==> src/hw/srfp_pkg.sv <==
// Constants for the serial flash protect and read block.
// Assumes a 10 MHz system clock and one 8-bit status byte.
package srfp_pkg;
    localparam int unsigned CLK_MHZ     = 10;
    localparam int unsigned WS_TYP_US   = 5000;
    localparam int unsigned WS_MAX_US   = 8000;
    localparam int unsigned WS_CYC      = WS_TYP_US * CLK_MHZ;
    localparam int unsigned WS_MAX_CYC  = WS_MAX_US * CLK_MHZ;
    localparam int unsigned ADDR3_BITS  = 24;
    localparam int unsigned ADDR4_BITS  = 32;
    localparam int unsigned DUMMY_DEF   = 8;
    localparam int unsigned FIFO_W      = 8;
    localparam int unsigned FIFO_D      = 16;
    localparam int unsigned SECT_BITS   = 10;
    localparam logic [3:0]  BP_ALL      = 4'hB;
    localparam logic [10:0] SECT_NUM    = 11'h400;
    // Status byte layout
    localparam int unsigned SR_WIP      = 0;
    localparam int unsigned SR_WEL      = 1;
    localparam int unsigned SR_LVL_LO   = 2;
    localparam int unsigned SR_TOPBOT   = 5;
    localparam int unsigned SR_LVL_HI   = 6;
    localparam logic [3:0]  RST_BP      = 4'h0;
    localparam logic        RST_TOPBOT  = 1'b0;
    // Idle levels of serial clock, chip select and data in
    localparam logic [2:0]  PIN_IDLE    = 3'h2;
    // Default opcodes
    localparam logic [7:0]  OP_READ_DEF = 8'h03;
    localparam logic [7:0]  OP_FAST_DEF = 8'h0B;
    localparam logic [7:0]  OP_RDSR_DEF = 8'h05;
    localparam logic [7:0]  OP_WRSR_DEF = 8'h01;
    localparam logic [7:0]  OP_WREN_DEF = 8'h06;
    localparam logic [31:0] MEM_TOP_DEF = 32'hFFFFFFFF;
    typedef enum logic [2:0] {
        ST_OPC   = 3'b000,
        ST_ADDR  = 3'b001,
        ST_DUMMY = 3'b010,
        ST_DATA  = 3'b011,
        ST_WSR   = 3'b100,
        ST_STAT  = 3'b101,
        ST_WREN  = 3'b110,
        ST_IGN   = 3'b111
    } srfp_st_t;
endpackage

==> src/hw/srfp_fifo.sv <==
// Synchronous FIFO with valid/ready on both sides and a flush.
// Assumes one clock; flush wins over a push in the same cycle.
`timescale 1ns/1ps
module srfp_fifo #(
    parameter int unsigned W = 8,
    parameter int unsigned D = 16
) (
    input  wire logic         clk_i,
    input  wire logic         nrst_i,
    input  wire logic         flush_i,
    input  wire logic         in_valid_i,
    input  wire logic [W-1:0] in_data_i,
    output logic              in_ready_o,
    output logic              out_valid_o,
    output logic      [W-1:0] out_data_o,
    input  wire logic         out_ready_i
);
    localparam int unsigned AW = $clog2(D);
    typedef struct packed {
        logic [D-1:0][W-1:0] mem;
        logic [AW-1:0]       wp;
        logic [AW-1:0]       rp;
        logic [AW:0]         cnt;
    } srfp_fifo_t;
    srfp_fifo_t r_ff, nxt_r;
    logic push;
    logic pop;
    always_comb begin
        push  = in_valid_i && in_ready_o;
        pop   = out_valid_o && out_ready_i;
        nxt_r = r_ff;
        if (flush_i) begin
            nxt_r.wp  = '0;
            nxt_r.rp  = '0;
            nxt_r.cnt = '0;
        end else begin
            if (push) begin
                nxt_r.mem[r_ff.wp] = in_data_i;
                nxt_r.wp = (r_ff.wp == AW'(D - 1)) ? '0 : r_ff.wp + 1'b1;
            end
            if (pop) begin
                nxt_r.rp = (r_ff.rp == AW'(D - 1)) ? '0 : r_ff.rp + 1'b1;
            end
            nxt_r.cnt = r_ff.cnt + {{AW{1'b0}}, push} - {{AW{1'b0}}, pop};
        end
    end
    always_ff @(posedge clk_i or negedge nrst_i) begin
        if (!nrst_i) begin
            r_ff <= '0;
        end else begin
            r_ff <= nxt_r;
        end
    end
    assign in_ready_o  = (r_ff.cnt != (AW+1)'(D));
    assign out_valid_o = (r_ff.cnt != '0);
    assign out_data_o  = r_ff.mem[r_ff.rp];
endmodule // srfp_fifo

==> src/hw/srfp_main.sv <==
// Serial flash command logic: protection decode, write status, reads.
// Assumes pins are asynchronous and serial clock is well below clk_i/4.
// Operation
// - Top/bottom low: top 2^(n-1) sectors protected for n 1..10, none at 0, all above
// - Top/bottom high: sectors 0..2^(n-1)-1 protected for n 1..10, none 0, all above
// - Sectors in the protected range are read-only to program and erase
// - Write status sets protect level and top/bottom; WEL and WIP untouched by data
// - Self-timed status cycle starts at chip select rise, ends within 8 ms
// - Status read shows busy 1 during the cycle, 0 after
// - Read: opcode then 3 or 4 address bytes, captured on rising clock
// - Read data goes out MSB first, changing on falling clock edges
// - Address increments per byte and wraps from top to zero
// - Plain read during program or erase is ignored, cycle continues
// - Fast read: opcode, address, dummy cycles, then data on falling edges
// - Raising chip select stops fast-read output at any time
// - Fast read during a busy cycle does not execute
// - Four-byte mode carries 32 address bits
`timescale 1ns/1ps
module srfp_main
    import srfp_pkg::*;
#(
    parameter logic [7:0]  OP_READ   = OP_READ_DEF,
    parameter logic [7:0]  OP_FAST   = OP_FAST_DEF,
    parameter logic [7:0]  OP_RDSR   = OP_RDSR_DEF,
    parameter logic [7:0]  OP_WRSR   = OP_WRSR_DEF,
    parameter logic [7:0]  OP_WREN   = OP_WREN_DEF,
    parameter int unsigned DUMMY     = DUMMY_DEF,
    parameter int unsigned WS_CYCLES = WS_CYC,
    parameter logic [31:0] MEM_TOP   = MEM_TOP_DEF
) (
    input  wire logic                 clk_i,
    input  wire logic                 nrst_i,
    input  wire logic                 cs_n_i,
    input  wire logic                 serial_clock_pin_i,
    input  wire logic                 serial_in_line_i,
    output logic                      serial_out_line_o,
    output logic                      serial_out_oe_o,
    input  wire logic                 addr4_i,
    input  wire logic                 ext_busy_i,
    input  wire logic [SECT_BITS-1:0] sector_query_i,
    output logic                      sector_protected_o,
    output logic      [3:0]           block_protect_level_o,
    output logic                      top_bottom_select_o,
    output logic                      status_wel_o,
    output logic                      status_wip_o,
    output logic                      fetch_req_o,
    output logic      [31:0]          fetch_addr_o,
    input  wire logic                 fetch_valid_i,
    input  wire logic [7:0]           fetch_data_i
);
    localparam int unsigned TW = $clog2(WS_CYCLES + 1);

    typedef struct packed {
        srfp_st_t    st;
        logic        sclk_q;
        logic [7:0]  sh;
        logic [5:0]  cnt;
        logic        fast;
        logic [31:0] addr;
        logic [7:0]  obuf;
        logic [2:0]  obit;
        logic        so;
        logic        oe;
        logic        wel;
        logic [3:0]  bp;
        logic        topbot;
        logic [3:0]  nbp;
        logic        ntopbot;
        logic        busy;
        logic        wip;
        logic [TW-1:0] timer;
        logic        fetch_req;
        logic        fetch_pend;
        logic        fetch_live;
        logic [31:0] fetch_addr;
        logic        prot;
    } srfp_main_t;

    srfp_main_t r_ff, nxt_r;

    logic [2:0] pins_s;
    logic       s_sclk;
    logic       s_csn;
    logic       s_si;
    logic       rise;
    logic       fall;
    logic [7:0] opc;
    logic [5:0] alen;
    logic       fifo_flush;
    logic       fifo_in_valid;
    logic       fifo_in_ready;
    logic       fifo_out_valid;
    logic [7:0] fifo_out_data;
    logic       fifo_pop;
    logic [7:0] stat_byte;

    srfp_sync #(
        .W       (3),
        .RST_VAL (PIN_IDLE)
    ) u_sync (
        .clk_i  (clk_i),
        .nrst_i (nrst_i),
        .d_i    ({serial_clock_pin_i, cs_n_i, serial_in_line_i}),
        .q_o    (pins_s)
    );

    assign s_sclk = pins_s[2];
    assign s_csn  = pins_s[1];
    assign s_si   = pins_s[0];
    assign rise   = s_sclk && !r_ff.sclk_q && !s_csn;
    assign fall   = !s_sclk && r_ff.sclk_q && !s_csn;
    assign opc    = {r_ff.sh[6:0], s_si};
    assign alen   = addr4_i ? 6'(ADDR4_BITS) : 6'(ADDR3_BITS);

    srfp_fifo #(
        .W (FIFO_W),
        .D (FIFO_D)
    ) u_fifo (
        .clk_i       (clk_i),
        .nrst_i      (nrst_i),
        .flush_i     (fifo_flush),
        .in_valid_i  (fifo_in_valid),
        .in_data_i   (fetch_data_i),
        .in_ready_o  (fifo_in_ready),
        .out_valid_o (fifo_out_valid),
        .out_data_o  (fifo_out_data),
        .out_ready_i (fifo_pop)
    );

    // Sector protection decode
    function automatic logic prot_of(input logic [3:0] bp, input logic topbot,
                                     input logic [SECT_BITS-1:0] sec);
        logic [10:0] span;
        span = 11'h001 << (bp - 4'h1);
        if (bp == 4'h0) begin
            prot_of = 1'b0;
        end else if (bp >= BP_ALL) begin
            prot_of = 1'b1;
        end else if (topbot) begin
            prot_of = ({1'b0, sec} < span);
        end else begin
            prot_of = ({1'b0, sec} >= (SECT_NUM - span));
        end
    endfunction

    always_comb begin
        stat_byte         = 8'h00;
        stat_byte[SR_WIP] = r_ff.wip;
        stat_byte[SR_WEL] = r_ff.wel;
        stat_byte[SR_LVL_LO +: 3] = r_ff.bp[2:0];
        stat_byte[SR_TOPBOT]      = r_ff.topbot;
        stat_byte[SR_LVL_HI]      = r_ff.bp[3];
    end

    assign fifo_in_valid = fetch_valid_i && r_ff.fetch_live;

    always_comb begin
        nxt_r           = r_ff;
        fifo_flush      = 1'b0;
        fifo_pop        = 1'b0;
        nxt_r.sclk_q    = s_sclk;
        nxt_r.fetch_req = 1'b0;
        nxt_r.prot      = prot_of(r_ff.bp, r_ff.topbot, sector_query_i);
        // Self-timed status cycle
        if (r_ff.busy) begin
            if (r_ff.timer == '0) begin
                nxt_r.busy = 1'b0;
                nxt_r.bp   = r_ff.nbp;
                nxt_r.topbot = r_ff.ntopbot;
                nxt_r.wel  = 1'b0;
            end else begin
                nxt_r.timer = r_ff.timer - 1'b1;
            end
        end
        if (s_csn) begin
            nxt_r.oe         = 1'b0;
            nxt_r.st         = ST_OPC;
            nxt_r.cnt        = '0;
            nxt_r.fetch_live = 1'b0;
            fifo_flush       = 1'b1;
            if (r_ff.st == ST_WREN) begin
                nxt_r.wel = 1'b1;
            end
            // Write status needs exactly one data byte and the latch set
            if (r_ff.st == ST_WSR && r_ff.cnt == 6'd8 && r_ff.wel && !r_ff.wip) begin
                nxt_r.busy  = 1'b1;
                nxt_r.timer = TW'(WS_CYCLES - 1);
                nxt_r.nbp     = {r_ff.sh[SR_LVL_HI], r_ff.sh[SR_LVL_LO +: 3]};
                nxt_r.ntopbot = r_ff.sh[SR_TOPBOT];
            end
        end else if (rise) begin
            nxt_r.sh = opc;
            if (r_ff.cnt != 6'h3F) begin
                nxt_r.cnt = r_ff.cnt + 6'd1;
            end
            case (r_ff.st)
                ST_OPC: begin
                    if (r_ff.cnt == 6'd7) begin
                        nxt_r.cnt  = '0;
                        nxt_r.addr = '0;
                        nxt_r.obit = 3'd0;
                        if (opc == OP_READ || opc == OP_FAST) begin
                            nxt_r.fast = (opc == OP_FAST);
                            nxt_r.st = r_ff.wip ? ST_IGN : ST_ADDR;
                        end else if (opc == OP_RDSR) begin
                            nxt_r.st = ST_STAT;
                        end else if (opc == OP_WREN) begin
                            nxt_r.st = r_ff.wip ? ST_IGN : ST_WREN;
                        end else if (opc == OP_WRSR) begin
                            nxt_r.st = r_ff.wip ? ST_IGN : ST_WSR;
                        end else begin
                            nxt_r.st = ST_IGN;
                        end
                    end
                end
                ST_ADDR: begin
                    nxt_r.addr = {r_ff.addr[30:0], s_si};
                    if (r_ff.cnt == alen - 6'd1) begin
                        nxt_r.cnt        = '0;
                        nxt_r.fetch_addr = {r_ff.addr[30:0], s_si};
                        nxt_r.fetch_live = 1'b1;
                        // First fetch leaves at once so a slow answer meets the first bit
                        nxt_r.fetch_req  = 1'b1;
                        nxt_r.fetch_pend = 1'b1;
                        if (r_ff.fast && DUMMY != 0) begin
                            nxt_r.st = ST_DUMMY;
                        end else begin
                            nxt_r.st = ST_DATA;
                        end
                    end
                end
                ST_DUMMY: begin
                    if (r_ff.cnt == 6'(DUMMY - 1)) begin
                        nxt_r.cnt = '0;
                        nxt_r.st  = ST_DATA;
                    end
                end
                ST_WREN: begin
                    nxt_r.st = ST_IGN;
                end
                default: begin
                end
            endcase
        end else if (fall && (r_ff.st == ST_DATA || r_ff.st == ST_STAT)) begin
            nxt_r.oe = 1'b1;
            if (r_ff.obit == 3'd0) begin
                // Byte boundary: load status or the next buffered byte
                if (r_ff.st == ST_STAT) begin
                    nxt_r.so   = stat_byte[7];
                    nxt_r.obuf = {stat_byte[6:0], 1'b0};
                end else begin
                    fifo_pop   = fifo_out_valid;
                    nxt_r.so   = fifo_out_valid ? fifo_out_data[7] : 1'b1;
                    nxt_r.obuf = {fifo_out_data[6:0], 1'b0};
                end
                nxt_r.obit = 3'd7;
            end else begin
                nxt_r.so   = r_ff.obuf[7];
                nxt_r.obuf = {r_ff.obuf[6:0], 1'b0};
                nxt_r.obit = r_ff.obit - 3'd1;
            end
        end
        // Prefetch engine; stalls while the buffer is full
        if (fetch_valid_i) begin
            nxt_r.fetch_pend = 1'b0;
            if (r_ff.fetch_live && !s_csn) begin
                nxt_r.fetch_addr = (r_ff.fetch_addr == MEM_TOP) ? '0 :
                                   r_ff.fetch_addr + 32'd1;
            end
        end else if (r_ff.fetch_live && !r_ff.fetch_pend && fifo_in_ready && !s_csn) begin
            nxt_r.fetch_req  = 1'b1;
            nxt_r.fetch_pend = 1'b1;
        end
        nxt_r.wip = nxt_r.busy || ext_busy_i;
    end

    always_ff @(posedge clk_i or negedge nrst_i) begin
        if (!nrst_i) begin
            r_ff    <= '0;
            r_ff.st <= ST_OPC;
            r_ff.bp <= RST_BP;
            r_ff.topbot <= RST_TOPBOT;
        end else begin
            r_ff <= nxt_r;
        end
    end

    assign serial_out_line_o     = r_ff.so;
    assign serial_out_oe_o       = r_ff.oe;
    assign sector_protected_o    = r_ff.prot;
    assign block_protect_level_o = r_ff.bp;
    assign top_bottom_select_o   = r_ff.topbot;
    assign status_wel_o          = r_ff.wel;
    assign status_wip_o          = r_ff.wip;
    assign fetch_req_o           = r_ff.fetch_req;
    assign fetch_addr_o          = r_ff.fetch_addr;
endmodule // srfp_main

==> src/hw/srfp_sync.sv <==
// Two-flop synchroniser for a group of independent pin levels.
// Assumes each bit is a slow level relative to clk_i.
`timescale 1ns/1ps
module srfp_sync #(
    parameter int unsigned  W       = 1,
    parameter logic [W-1:0] RST_VAL = '0
) (
    input  wire logic         clk_i,
    input  wire logic         nrst_i,
    input  wire logic [W-1:0] d_i,
    output logic      [W-1:0] q_o
);
    typedef struct packed {
        logic [W-1:0] s1;
        logic [W-1:0] s2;
    } srfp_sync_t;
    srfp_sync_t r_ff, nxt_r;
    always_comb begin
        nxt_r    = r_ff;
        nxt_r.s1 = d_i;
        nxt_r.s2 = r_ff.s1;
    end
    always_ff @(posedge clk_i or negedge nrst_i) begin
        if (!nrst_i) begin
            r_ff <= {RST_VAL, RST_VAL};
        end else begin
            r_ff <= nxt_r;
        end
    end
    assign q_o = r_ff.s2;
endmodule // srfp_sync

==> config.mk <==
export PLATFORM = sky130hd
export DESIGN_NAME = srfp_main
export DESIGN_NICKNAME = d
export VERILOG_FILES = /design/src/hw/srfp_pkg.sv /design/src/hw/srfp_fifo.sv /design/src/hw/srfp_main.sv /design/src/hw/srfp_sync.sv
export SDC_FILE = /design/constraint.sdc
export NUM_CORES = 1
export LEC_CHECK = 0
export BUFFER_PORTS_ARGS = -buffer_cell sky130_fd_sc_hd__clkbuf_2
export CAP_MARGIN = 20
export CORE_MARGIN = 1.5
export CORE_UTILIZATION = 65
export DETAILED_ROUTE_END_ITERATION = 12
export PLACE_DENSITY = 0.95
export SLEW_MARGIN = 20
export SYNTH_ARGS = -nofsm -noshare
export SYNTH_HDL_FRONTEND = slang
export SYNTH_HIERARCHICAL = 1
export SYNTH_SLANG_ARGS = --single-unit
export TNS_END_PERCENT = 5
==> constraint.sdc <==
create_clock -name clk_i -period 4.5 [get_ports clk_i]
set_input_delay 0 -clock clk_i [delete_from_list [all_inputs] [get_ports clk_i]]
set_output_delay 0 -clock clk_i [all_outputs]
set_load 0.01 [all_outputs]
# Yosys cells after proc, flatten, opt, wreduce, memory -nomap -nowiden
# Cells that the tools add are included.
# word_totals
output_inout_bits	43
ff_bits	275
# classes
shift	1
reduce_logical	53
magnitude_cmp	6
muxes	78
n_addsub	11
eq_ne	27
bitwise	3
# op_table
cell	count
bitwise mux 128 bit	1
two-way mux 32 bit	4
two-way mux 35 bit	3
two-way mux 39 bit	2
two-way mux 16 bit	4
one-hot mux 32 bit (2 select lines)	1
two-way mux 6 bit	7
adder 32 x 1 -> 32 bit (second input constant)	1
binary-select mux 8 bit (select 4 bit)	1
demux 8 bit (select 4 bit)	1
== test 32 bit (second input constant)	1
two-way mux 3 bit	10
two-way mux 1 bit	26
two-way mux 8 bit	3
one-hot mux 6 bit (3 select lines)	1
== test 8 x 3 -> 1 bit (second input constant)	2
logical AND 1 bit	16
zero test 16 bit	1
two-way mux 4 bit	4
nonzero test 2 bit	8
subtractor 16 x 1 -> 16 bit (second input constant)	1
two-way mux 13 bit	1
two-way mux 12 bit	1
two-way mux 2 bit	6
43 further kinds	73

# Longest topological paths before layout
# Gate-level depths: netlist (run 1).
# logic_depth
ltp_word	10
mapped_depth	16

# By module
# The synthesis (run 1) kept the hierarchy.
# modules_own_cells
module	instances	area_each_um2	cells_per_inst	seq_area_each_um2
srfp_main	1	7267.0	825	3153.0
srfp_fifo	1	7003.0	477	3528.4
srfp_sync	1	152.6	6	152.6

# Worst setup path before layout (run 1)
# No wires, ideal clock.
# synth_timing
kind	reg-to-reg
start	reg, netlist name r_ff[67]
end	reg u_fifo/r_ff[4] (netlist name)
stages_incl_launch_ff	17
path_slack_ns	1.407
synth_period_minus_slack_ns	3.093
setup_time_ns	0.078
arrival_ns	3.015
required_time_ns	4.422
path_buffers	3
cell_sequence	dfrtp_1 inv_1 ha_1 nand2b_1 clkbuf_1 clkbuf_1 nor4b_1 and2_4 buf_6 ha_1 inv_1 ha_1 fa_1 a21oi_1 nor2_1 or3_1 a21oi_1
# synth_rtl
item	line	text
end signal, assigned	srfp_fifo.sv:51	r_ff <= nxt_r;
end, declared	srfp_fifo.sv:25	srfp_fifo_t r_ff, nxt_r;

==> results.txt, run 1 <==
----------------------------------------------------
[Run status]
  Outcome ... finished clean

[Setup path]
  Classification of the worst setup path ... flop to flop
  Required time reported for the critical path endpoint ... approximately 5 ns
  CP Launch Type ... flop
  Highest net fanout along the worst path ... 30
  FF-to-FF path depth ... 13
  Reg-to-reg setup timing slack ... 1.07 ns
  R2r endpoint ... u_fifo/r_ff[4]$_DFF_PN0_
  Source of the worst register-to-register timing path ... u_sync/q_o[1]$_DFF_PN1_
  Arrival @ worst endpoint ... 3.89 ns
  CP endpoint kind ... flop

[STA]
  Final setup violation count ... 0
  Unrepaired setup endpoints after global routing ... false
  Clock Skews ... 0.0185 ns
  Number of pins exceeding their max-slew limit in the final report ... 0
  Actual slew at the worst max-slew pin ... 1.03 ns
  Achievable clock frequency ... 292 MHz
  Number of hold violations in the final report ... 0
  Share of the clock period used by the worst path ... 0.761
  WHS ... about 0.021 ns
  Clock period minus final worst setup slack ... 3.43 ns
  Final setup TNS ... 0 ns
  Relative slew margins ... 0.310

[Global route]
  Vias in the first global route ... 10,900
  Number of antenna violations at the first check in global routing ... 1
  Pin count of the biggest net entering global routing ... roughly 140
  Routing usage on met2 ... 0.493
  Global-route wire length before repair ... 55,100 µm
  GRT Resource Usage Total ... 0.290
  Global routing met1 resource utilization ... 0.376
  Busiest layer in global routing ... met2
  Grt met3 use ... 0.0456
  Total global routing overflow ... 0

[Floorplanning]
  Num rows ... 54
  Num ports ... 69
  Core region area ... about 22,000 µm²
  Vertical extent of the die ... between 150 and 200 µm
  Die outline area ... 23,100 µm²
  Initial standard-cell utilization of the core ... 0.661
  X dimension of the die ... around 150 µm

[Clocking]
  Register clock-pin slew on the reported worst setup and hold paths ... 0.06 ns
  Insertion delay to the later sink of the worst-skew pair ... 0.55 ns
  Maximum clock path buffer count ... 3
  Clock tree root driver cell ... clkbuf_16
  H-tree level count ... 1
  Num CTS Buffers ... 28
  Sink Count ... 273
  Clock tree from TritonCTS ... done

[Synth]
  Main area contributors after synthesis ... dfrtp_1, mux2_2, nand2_1, ha_1, mux2i_1
  Netlist cell types ... 83
  EDFF count, synth ... 0
  Fraction of synthesized cell area taken by the top area cell type ... 0.470
  #FFs+latches synth ... 273
  Post-synthesis async set-or-reset flop share ... 1.00
  Cell type with the largest total area after synthesis ... dfrtp_1
  Area of the mapped netlist ... 14,400 µm²
  Number of warnings reported in the yosys synthesis log ... 6
  Cell types with the highest counts after synthesis ... dfrtp_1, nand2_1, mux2_2, o21ai_0, nor2_1
  Sequential-to-total area share from yosys stat ... 0.474
  Average cell area after synthesis ... 11.0 µm²
  Cells after Synth ... 1,308
  Most used flip-flop cell after synthesis ... dfrtp_1
  Most common cell in the synthesized netlist ... dfrtp_1
  Synthesized netlist net count ... 1,373

[Power and ir drop]
  Post-layout power ... 5.11 mW
  Worst voltage drop across the vdd grid ... 347 µV
  Reported leakage power ... about 7.4 nW
  Total power density per cell area ... 325 nW/µm²

[Detailed routing]
  Drt via density ... approximately 6.4
  Wire length reported by the detailed router ... 33,100 µm
  Post-detailed-route DRC marker count ... 0
  Vias ... roughly 10,000
  First-pass iteration count of the detailed router ... 6
  Drt first-iter violations ... 963
  WL/cell ... 20.4 µm
  ANT nets after route ... 0

[Placed design]
  Placer Congestion ... around 0.90
  Post-detailed-placement half-perimeter wirelength ... 21,400 µm
  Count of port buffers added during placement ... 68

[Hold path]
  Path class of the lowest-slack min-delay path ... primary input to flop
  Worst hold path depth ... 2
  Start point of the worst hold path ... fetch_data_i[2]
  Hold EP ... u_fifo/r_ff[119]$_DFFE_PN0P_

[Cells and area]
  FF+latch area ... 6840 µm²
  Number of nets in the layout ... 1,388
  Synthesis-to-finish area growth ... 8.89%
  Fraction of final layout cells sized beyond drive strength 1 ... 0.237
  Count of fill cells added during filler insertion ... 1,398
  Multi-input gate area in the final layout ... 6880 µm²

[Run]
  Number of max-cap violations ... 0

----------------------------------------------------
worst max path at each step:
stage,from,endpoint,slack [ns],cells past startpoint
finish,u_sync/q_o[1]$_DFF_PN1_,u_fifo/r_ff[4]$_DFF_PN0_,1.07,13
global route,u_sync/q_o[1]$_DFF_PN1_,u_fifo/r_ff[4]$_DFF_PN0_,0.88,13
CTS,u_sync/q_o[1]$_DFF_PN1_,u_fifo/r_ff[4]$_DFF_PN0_,1.08,13
detailed placement,u_sync/q_o[1]$_DFF_PN1_,u_fifo/r_ff[4]$_DFF_PN0_,1.13,13
global placement,u_sync/q_o[1]$_DFF_PN1_,u_fifo/r_ff[4]$_DFF_PN0_,1.25,13
floorplan,r_ff[67]$_DFFE_PN0P_,u_fifo/r_ff[4]$_DFF_PN0_,1.41,16
placed cells by master (no fill, tap or decap), types with 9 or more instances in the layout:
master | netlist | final
inv_1 | 29 | 29
clkbuf_2 | 0 | 67
nor2_1 | 59 | 59
nor3_1 | 15 | 15
xnor2_1 | 15 | 15
dlygate4sd3_1 | 0 | 13
a221oi_1 | 10 | 10
nand2b_1 | 11 | 11
nor2b_1 | 11 | 11
dfrtp_1 | 271 | 270
nor2_8 | 14 | 14
xor2_1 | 12 | 12
nand3_1 | 42 | 42
mux2_2 | 128 | 128
o211ai_1 | 10 | 10
clkbuf_16 | 0 | 29
mux2i_1 | 41 | 41
mux4_2 | 16 | 16
buf_4 | 38 | 9
nand2_1 | 157 | 157
nand4_1 | 13 | 13
ha_1 | 38 | 38
o31ai_1 | 15 | 14
a22oi_1 | 19 | 19
o21ai_0 | 82 | 82
a21oi_1 | 47 | 47
nor4_1 | 10 | 9
power by group:
part	internal, mW	total, mW	switching, mW	leakage [nW]
clock network	1.45	2.41	0.959	0.476
registers	2.48	2.52	0.0367	3.78
logic	0.0603	0.176	0.116	3.13
routing by layer:
metal / part of all wire / vias to the layer above
met5: 0 / -
li1: - / 4696
met3: 0.061 / 96
met4: 0.034 / 0
met1: 0.41 / 5236
met2: 0.50 / 443
per-stage QoR:
step / util / instance area, µm² / worst slack [ns] / cells
final: 0.720 / 15700 / 1.07 / 1626
after global routing: 0.720 / 15700 / 0.883 / 1626
after CTS: 0.719 / 15700 / 1.08 / 1625
after detailed placement: 0.669 / 14600 / 1.13 / 1560
after global placement: 0.669 / 14600 / 1.25 / 1560
after floorplan: - / 14400 / 1.41 / 1308
critical path, cell delays in order (launching register included):
cell and delay (ns):
dfstp_2 0.87, nor2b_1 0.15, nand4b_1 0.13, buf_4 0.25, nor4b_1 0.10, and2_4 0.20
ha_1 0.27, inv_1 0.04, ha_1 0.20, fa_1 0.41, a21oi_1 0.15, nor2_1 0.07
or3_1 0.35, a21oi_1 0.15
registers in the layout (all words and copies together) (netlist names):
register	count
block_protect_level_o	4
fetch_addr_o	32
fetch_req_o	1
opc	7
r_ff	76
sector_protected_o	1
serial_out_line_o	1
serial_out_oe_o	1
status_wel_o	1
status_wip_o	1
top_bottom_select_o	1
u_fifo/r_ff	141
u_sync/nxt_r	3
u_sync/q_o	3
area by class of cell:
cell class	count	share of cell area
inverters	29	0.00693
diodes	1	0.000159
clock inverters	9	0.00789
flip-flops and latches	273	0.435
multi-input cells	900	0.438
clock buffers	43	0.0534
well taps	280	0.0223
repair buffers	91	0.0362
logic make-up after synthesis:
logic type,share of synthesized area
simple gates,0.155
compound gates,0.106
flops,0.474
fa+ha+maj,0.0344
xor+xnor,0.0164
mux,0.165
buf+inv,0.0501
timing repair:
item | in CTS | in global routing
hold buffers | 13 | 0
buffers inserted | 0 | 0
setup endpoints to repair | 0 | 0
resized for setup | 0 | 0
hold endpoints to repair | 156 | 0
Note: power is estimated with default switching activity, not from simulation.
==> run 2, diff against run 1 <==
--- a/config.mk
+++ b/config.mk
@@ -8,9 +8,9 @@
 export BUFFER_PORTS_ARGS = -buffer_cell sky130_fd_sc_hd__clkbuf_2
 export CAP_MARGIN = 20
 export CORE_MARGIN = 1.5
-export CORE_UTILIZATION = 65
+export CORE_UTILIZATION = 62
 export DETAILED_ROUTE_END_ITERATION = 12
-export PLACE_DENSITY = 0.95
+export PLACE_DENSITY = 0.91
 export SLEW_MARGIN = 20
 export SYNTH_ARGS = -nofsm -noshare
 export SYNTH_HDL_FRONTEND = slang
==> constraint.sdc (replaced) <==
create_clock -name clk_i -period 3.4 [get_ports clk_i]
set_input_delay 0 -clock clk_i [delete_from_list [all_inputs] [get_ports clk_i]]
set_output_delay 0 -clock clk_i [all_outputs]
set_load 0.01 [all_outputs]
==> run 2 against run 1 <==
Net effect: global-route usage shrank 0.063 points; final area grew 1.5%; clock power grew 33%; clock-buffer cell count shrank 5; clock skew shrank 0.0016 ns; critical path type unchanged; largest power group unchanged.
==> results.txt, run 2 (same netlist as run 1, synthesis figures left out) <==
----------------------------------------------------
[Setup path]
  Required time reported for the critical path endpoint ... 3.87 ns (-1.09 ns)
  Classification of the worst setup path ... flop to flop
  Highest net fanout along the worst path ... 5 (-83%)
  Total buffers and inverters traversed by the critical path ... 3 (+1)
  Arrival @ worst endpoint ... 3.80 ns (-0.09 ns)
  Cell Chain, Critical Path ... inv_1 -> ha_1 -> or4b_4 -> inv_1 -> nor4b_4 -> and2_4 -> ha_1 -> inv_1 -> ha_1 -> fa_1 -> a21oi_2 -> nor2_1 -> or3_1 -> a21oi_1
  Critical-path cell with the highest stage delay ... or4b_4
  Launch point of the critical path ... u_fifo/r_ff[3]$_DFF_PN0_
  CP peak stage delay ... 0.49 ns (-0.38 ns)
  CP endpoint kind ... flop
  Cell family contributing the most delay on the critical path ... simple AND/OR/NAND/NOR gates
  Source of the worst register-to-register timing path ... u_fifo/r_ff[3]$_DFF_PN0_
  CP Launch Type ... flop

[STA]
  Final setup TNS ... 0 ns (unchanged)
  Relative slew margins ... 0.383 (+0.0731)
  Share of the clock period used by the worst path ... 0.980 (+0.219)
  Clock period minus final worst setup slack ... 3.33 ns (-0.0937 ns)
  Number of hold violations in the final report ... 0 (unchanged)
  Clock Skews ... 0.0169 ns (-0.00157 ns)
  Achievable clock frequency ... 300 MHz (+2.8%)
  Actual slew at the worst max-slew pin ... 0.925 ns (-0.110 ns)
  Final setup violation count ... 0 (unchanged)
  Number of pins exceeding their max-slew limit in the final report ... 0 (unchanged)

[Floorplanning]
  X dimension of the die ... 156 µm (+2.3%)
  Core region area ... 22,700 µm² (+4.1%)
  Num rows ... 55 (+1.9%)
  Num ports ... 69 (unchanged)
  Die outline area ... 24,200 µm² (+4.7%)
  Vertical extent of the die ... 156 µm (+2.3%)
  Initial standard-cell utilization of the core ... 0.635 (-0.0258)

[Detailed routing]
  Drt via density ... 6.50 (+0.87%)
  Met2 Wirelength ... 17,000 µm (+3.3%)
  Drt first-iter violations ... 1,017 (+5.6%)
  Sum of routed wire segments on met1 ... 13,800 µm (+2.3%)
  ANT nets after route ... 0 (unchanged)
  Vias ... 10,800 (+2.7%)
  Routed wire length on met3 ... 2150 µm (+5.7%)
  WL/cell ... 20.6 µm (+1.1%)
  First-pass iteration count of the detailed router ... 5 (-1)
  Wire length reported by the detailed router ... 34,100 µm (+3.0%)
  Post-detailed-route DRC marker count ... 0 (unchanged)
  Uppermost layer routed ... met4

[Power and ir drop]
  Worst voltage drop across the vdd grid ... 473 µV (+36%)
  Post-layout power ... 6.76 mW (+32%)
  Reported leakage power ... 7.54 nW (+2.0%)
  Total power density per cell area ... 424 nW/µm² (+30%)

[Placed design]
  Post-detailed-placement half-perimeter wirelength ... 22,000 µm (+3.2%)
  Count of port buffers added during placement ... 68 (unchanged)
  Placer Congestion ... 0.889 (-1.1%)

[Hold path]
  Start point of the worst hold path ... fetch_data_i[0]
  Path class of the lowest-slack min-delay path ... primary input to flop

[Clocking]
  Post-CTS setup-driven buffer insertion count ... 0 (unchanged)
  Register clock-pin slew on the reported worst setup and hold paths ... 0.06 ns (about the same)
  Insertion delay to the later sink of the worst-skew pair ... 0.55 ns (about the same)
  Clock tree root driver cell ... clkbuf_16
  H-tree level count ... 1 (unchanged)
  Num CTS Buffers ... 29 (+3.6%)
  Maximum clock path buffer count ... 3 (unchanged)
  Sink Count ... 273 (unchanged)
  Clock tree from TritonCTS ... done

[Cells and area]
  Antenna diode count ... 0 (-1)
  Number of nets in the layout ... 1,415 (+1.9%)
  Max FFs per register ... 141 (unchanged)
  Largest reg by FF count ... u_fifo/r_ff
  Fraction of final layout cells sized beyond drive strength 1 ... 0.255 (+0.0174)
  Commonest cells after routing, fill and taps aside ... dfrtp_1, nand2_1, mux2_2
  Synthesis-to-finish area growth ... 10.6%
  Most common library cell in the layout ignoring fill and taps ... dfrtp_1

[Global route]
  Number of antenna violations at the first check in global routing ... 0 (-1)
  GRT Resource Usage Total ... 0.289 (-0.000627)
  Global-route wire length before repair ... 56,200 µm (+2.0%)
  Vias in the first global route ... 11,000 (+0.96%)
  Pin count of the biggest net entering global routing ... 105 (-23%)
  Total global routing overflow ... 0 (unchanged)

[Run status]
  Outcome ... finished clean

[Run]
  Number of max-cap violations ... 0 (unchanged)

----------------------------------------------------
run 2: cell count changes in the layout (fill, tap and decap cells not counted), sizes merged:
cell	before	now
buf	11	35
clkbuf	110	105
clkinv	5	10
clkinvlp	0	1
diode	1	0
dlygate4sd3	13	15
inv	30	29
run 2: layout make-up:
| class | count | area, µm² |
|---|---|---|
| sequential | 273 | 6840 |
| inverter | 29 | 109 |
| multi-input combinational | 900 | 6900 |
| clock buffer | 38 | 820 |
| fill | 1480 | 6760 |
| tap | 285 | 357 |
| timing repair buffer | 117 | 781 |
| clock inverter | 14 | 151 |
run 2: worst reg2reg max path, delay by kind of cell (launching register included):
kind / cells / cell delay, ns
adders and majority gates: 4 / 1.08
AOI/OAI and AO/OA: 2 / 0.33
buffers and inverters: 3 / 0.28
and+or+nand+nor: 5 / 1.15
DFF: 1 / 0.41
run 2: timing repair:
action | in CTS | in global routing
endpoints found under the setup margin | 0 | 1
hold buffers | 15 | 0
gates resized for setup | 0 | 3
hold endpoints to repair | 213 | 0
run 2: where the power goes:
| part | switching (mW) | total, mW | leakage, nW | internal, mW |
|---|---|---|---|---|
| registers | 0.0401 | 3.33 | 3.78 | 3.29 |
| logic | 0.150 | 0.233 | 3.27 | 0.0833 |
| clock network | 1.29 | 3.20 | 0.486 | 1.91 |
run 2: path summary, 6_finish.rpt:
check                                                    end  slack (ns)  cells after the start
worst max-delay path                u_fifo/r_ff[4]$_DFF_PN0_        0.07                     14
worst min register to register       u_sync/q_o[0]$_DFF_PN0_        0.35                      0
max in group asynchronous       u_fifo/r_ff[103]$_DFFE_PN0P_        2.36                      3
worst min-delay path             u_fifo/r_ff[13]$_DFFE_PN0P_        0.03                      2
worst max register to register      u_fifo/r_ff[4]$_DFF_PN0_        0.07                     14
min in group asynchronous                 r_ff[47]$_DFF_PN0_        0.05                      2
run 2: per-layer routing:
layer  up-vias  track usage
li1       4764            -
met1      5386        0.374
met2       491        0.490
met3       116       0.0474
met4         0        0.115
met5         -            0
run 2: metrics by stage:
stage,util,hold WS (ns),instances,setup WS [ns],cell area [µm²]
after floorplan,-,-0.296,1308,0.307,14400
after global placement,0.652,0.0740,1589,0.401,14800
after detailed placement,0.652,0.0850,1589,0.0999,14800
after CTS,0.701,0.00199,1656,0.0402,15900
after global routing,0.702,0.0340,1656,-0.0170,15900
final,0.702,0.0314,1656,0.0680,15900
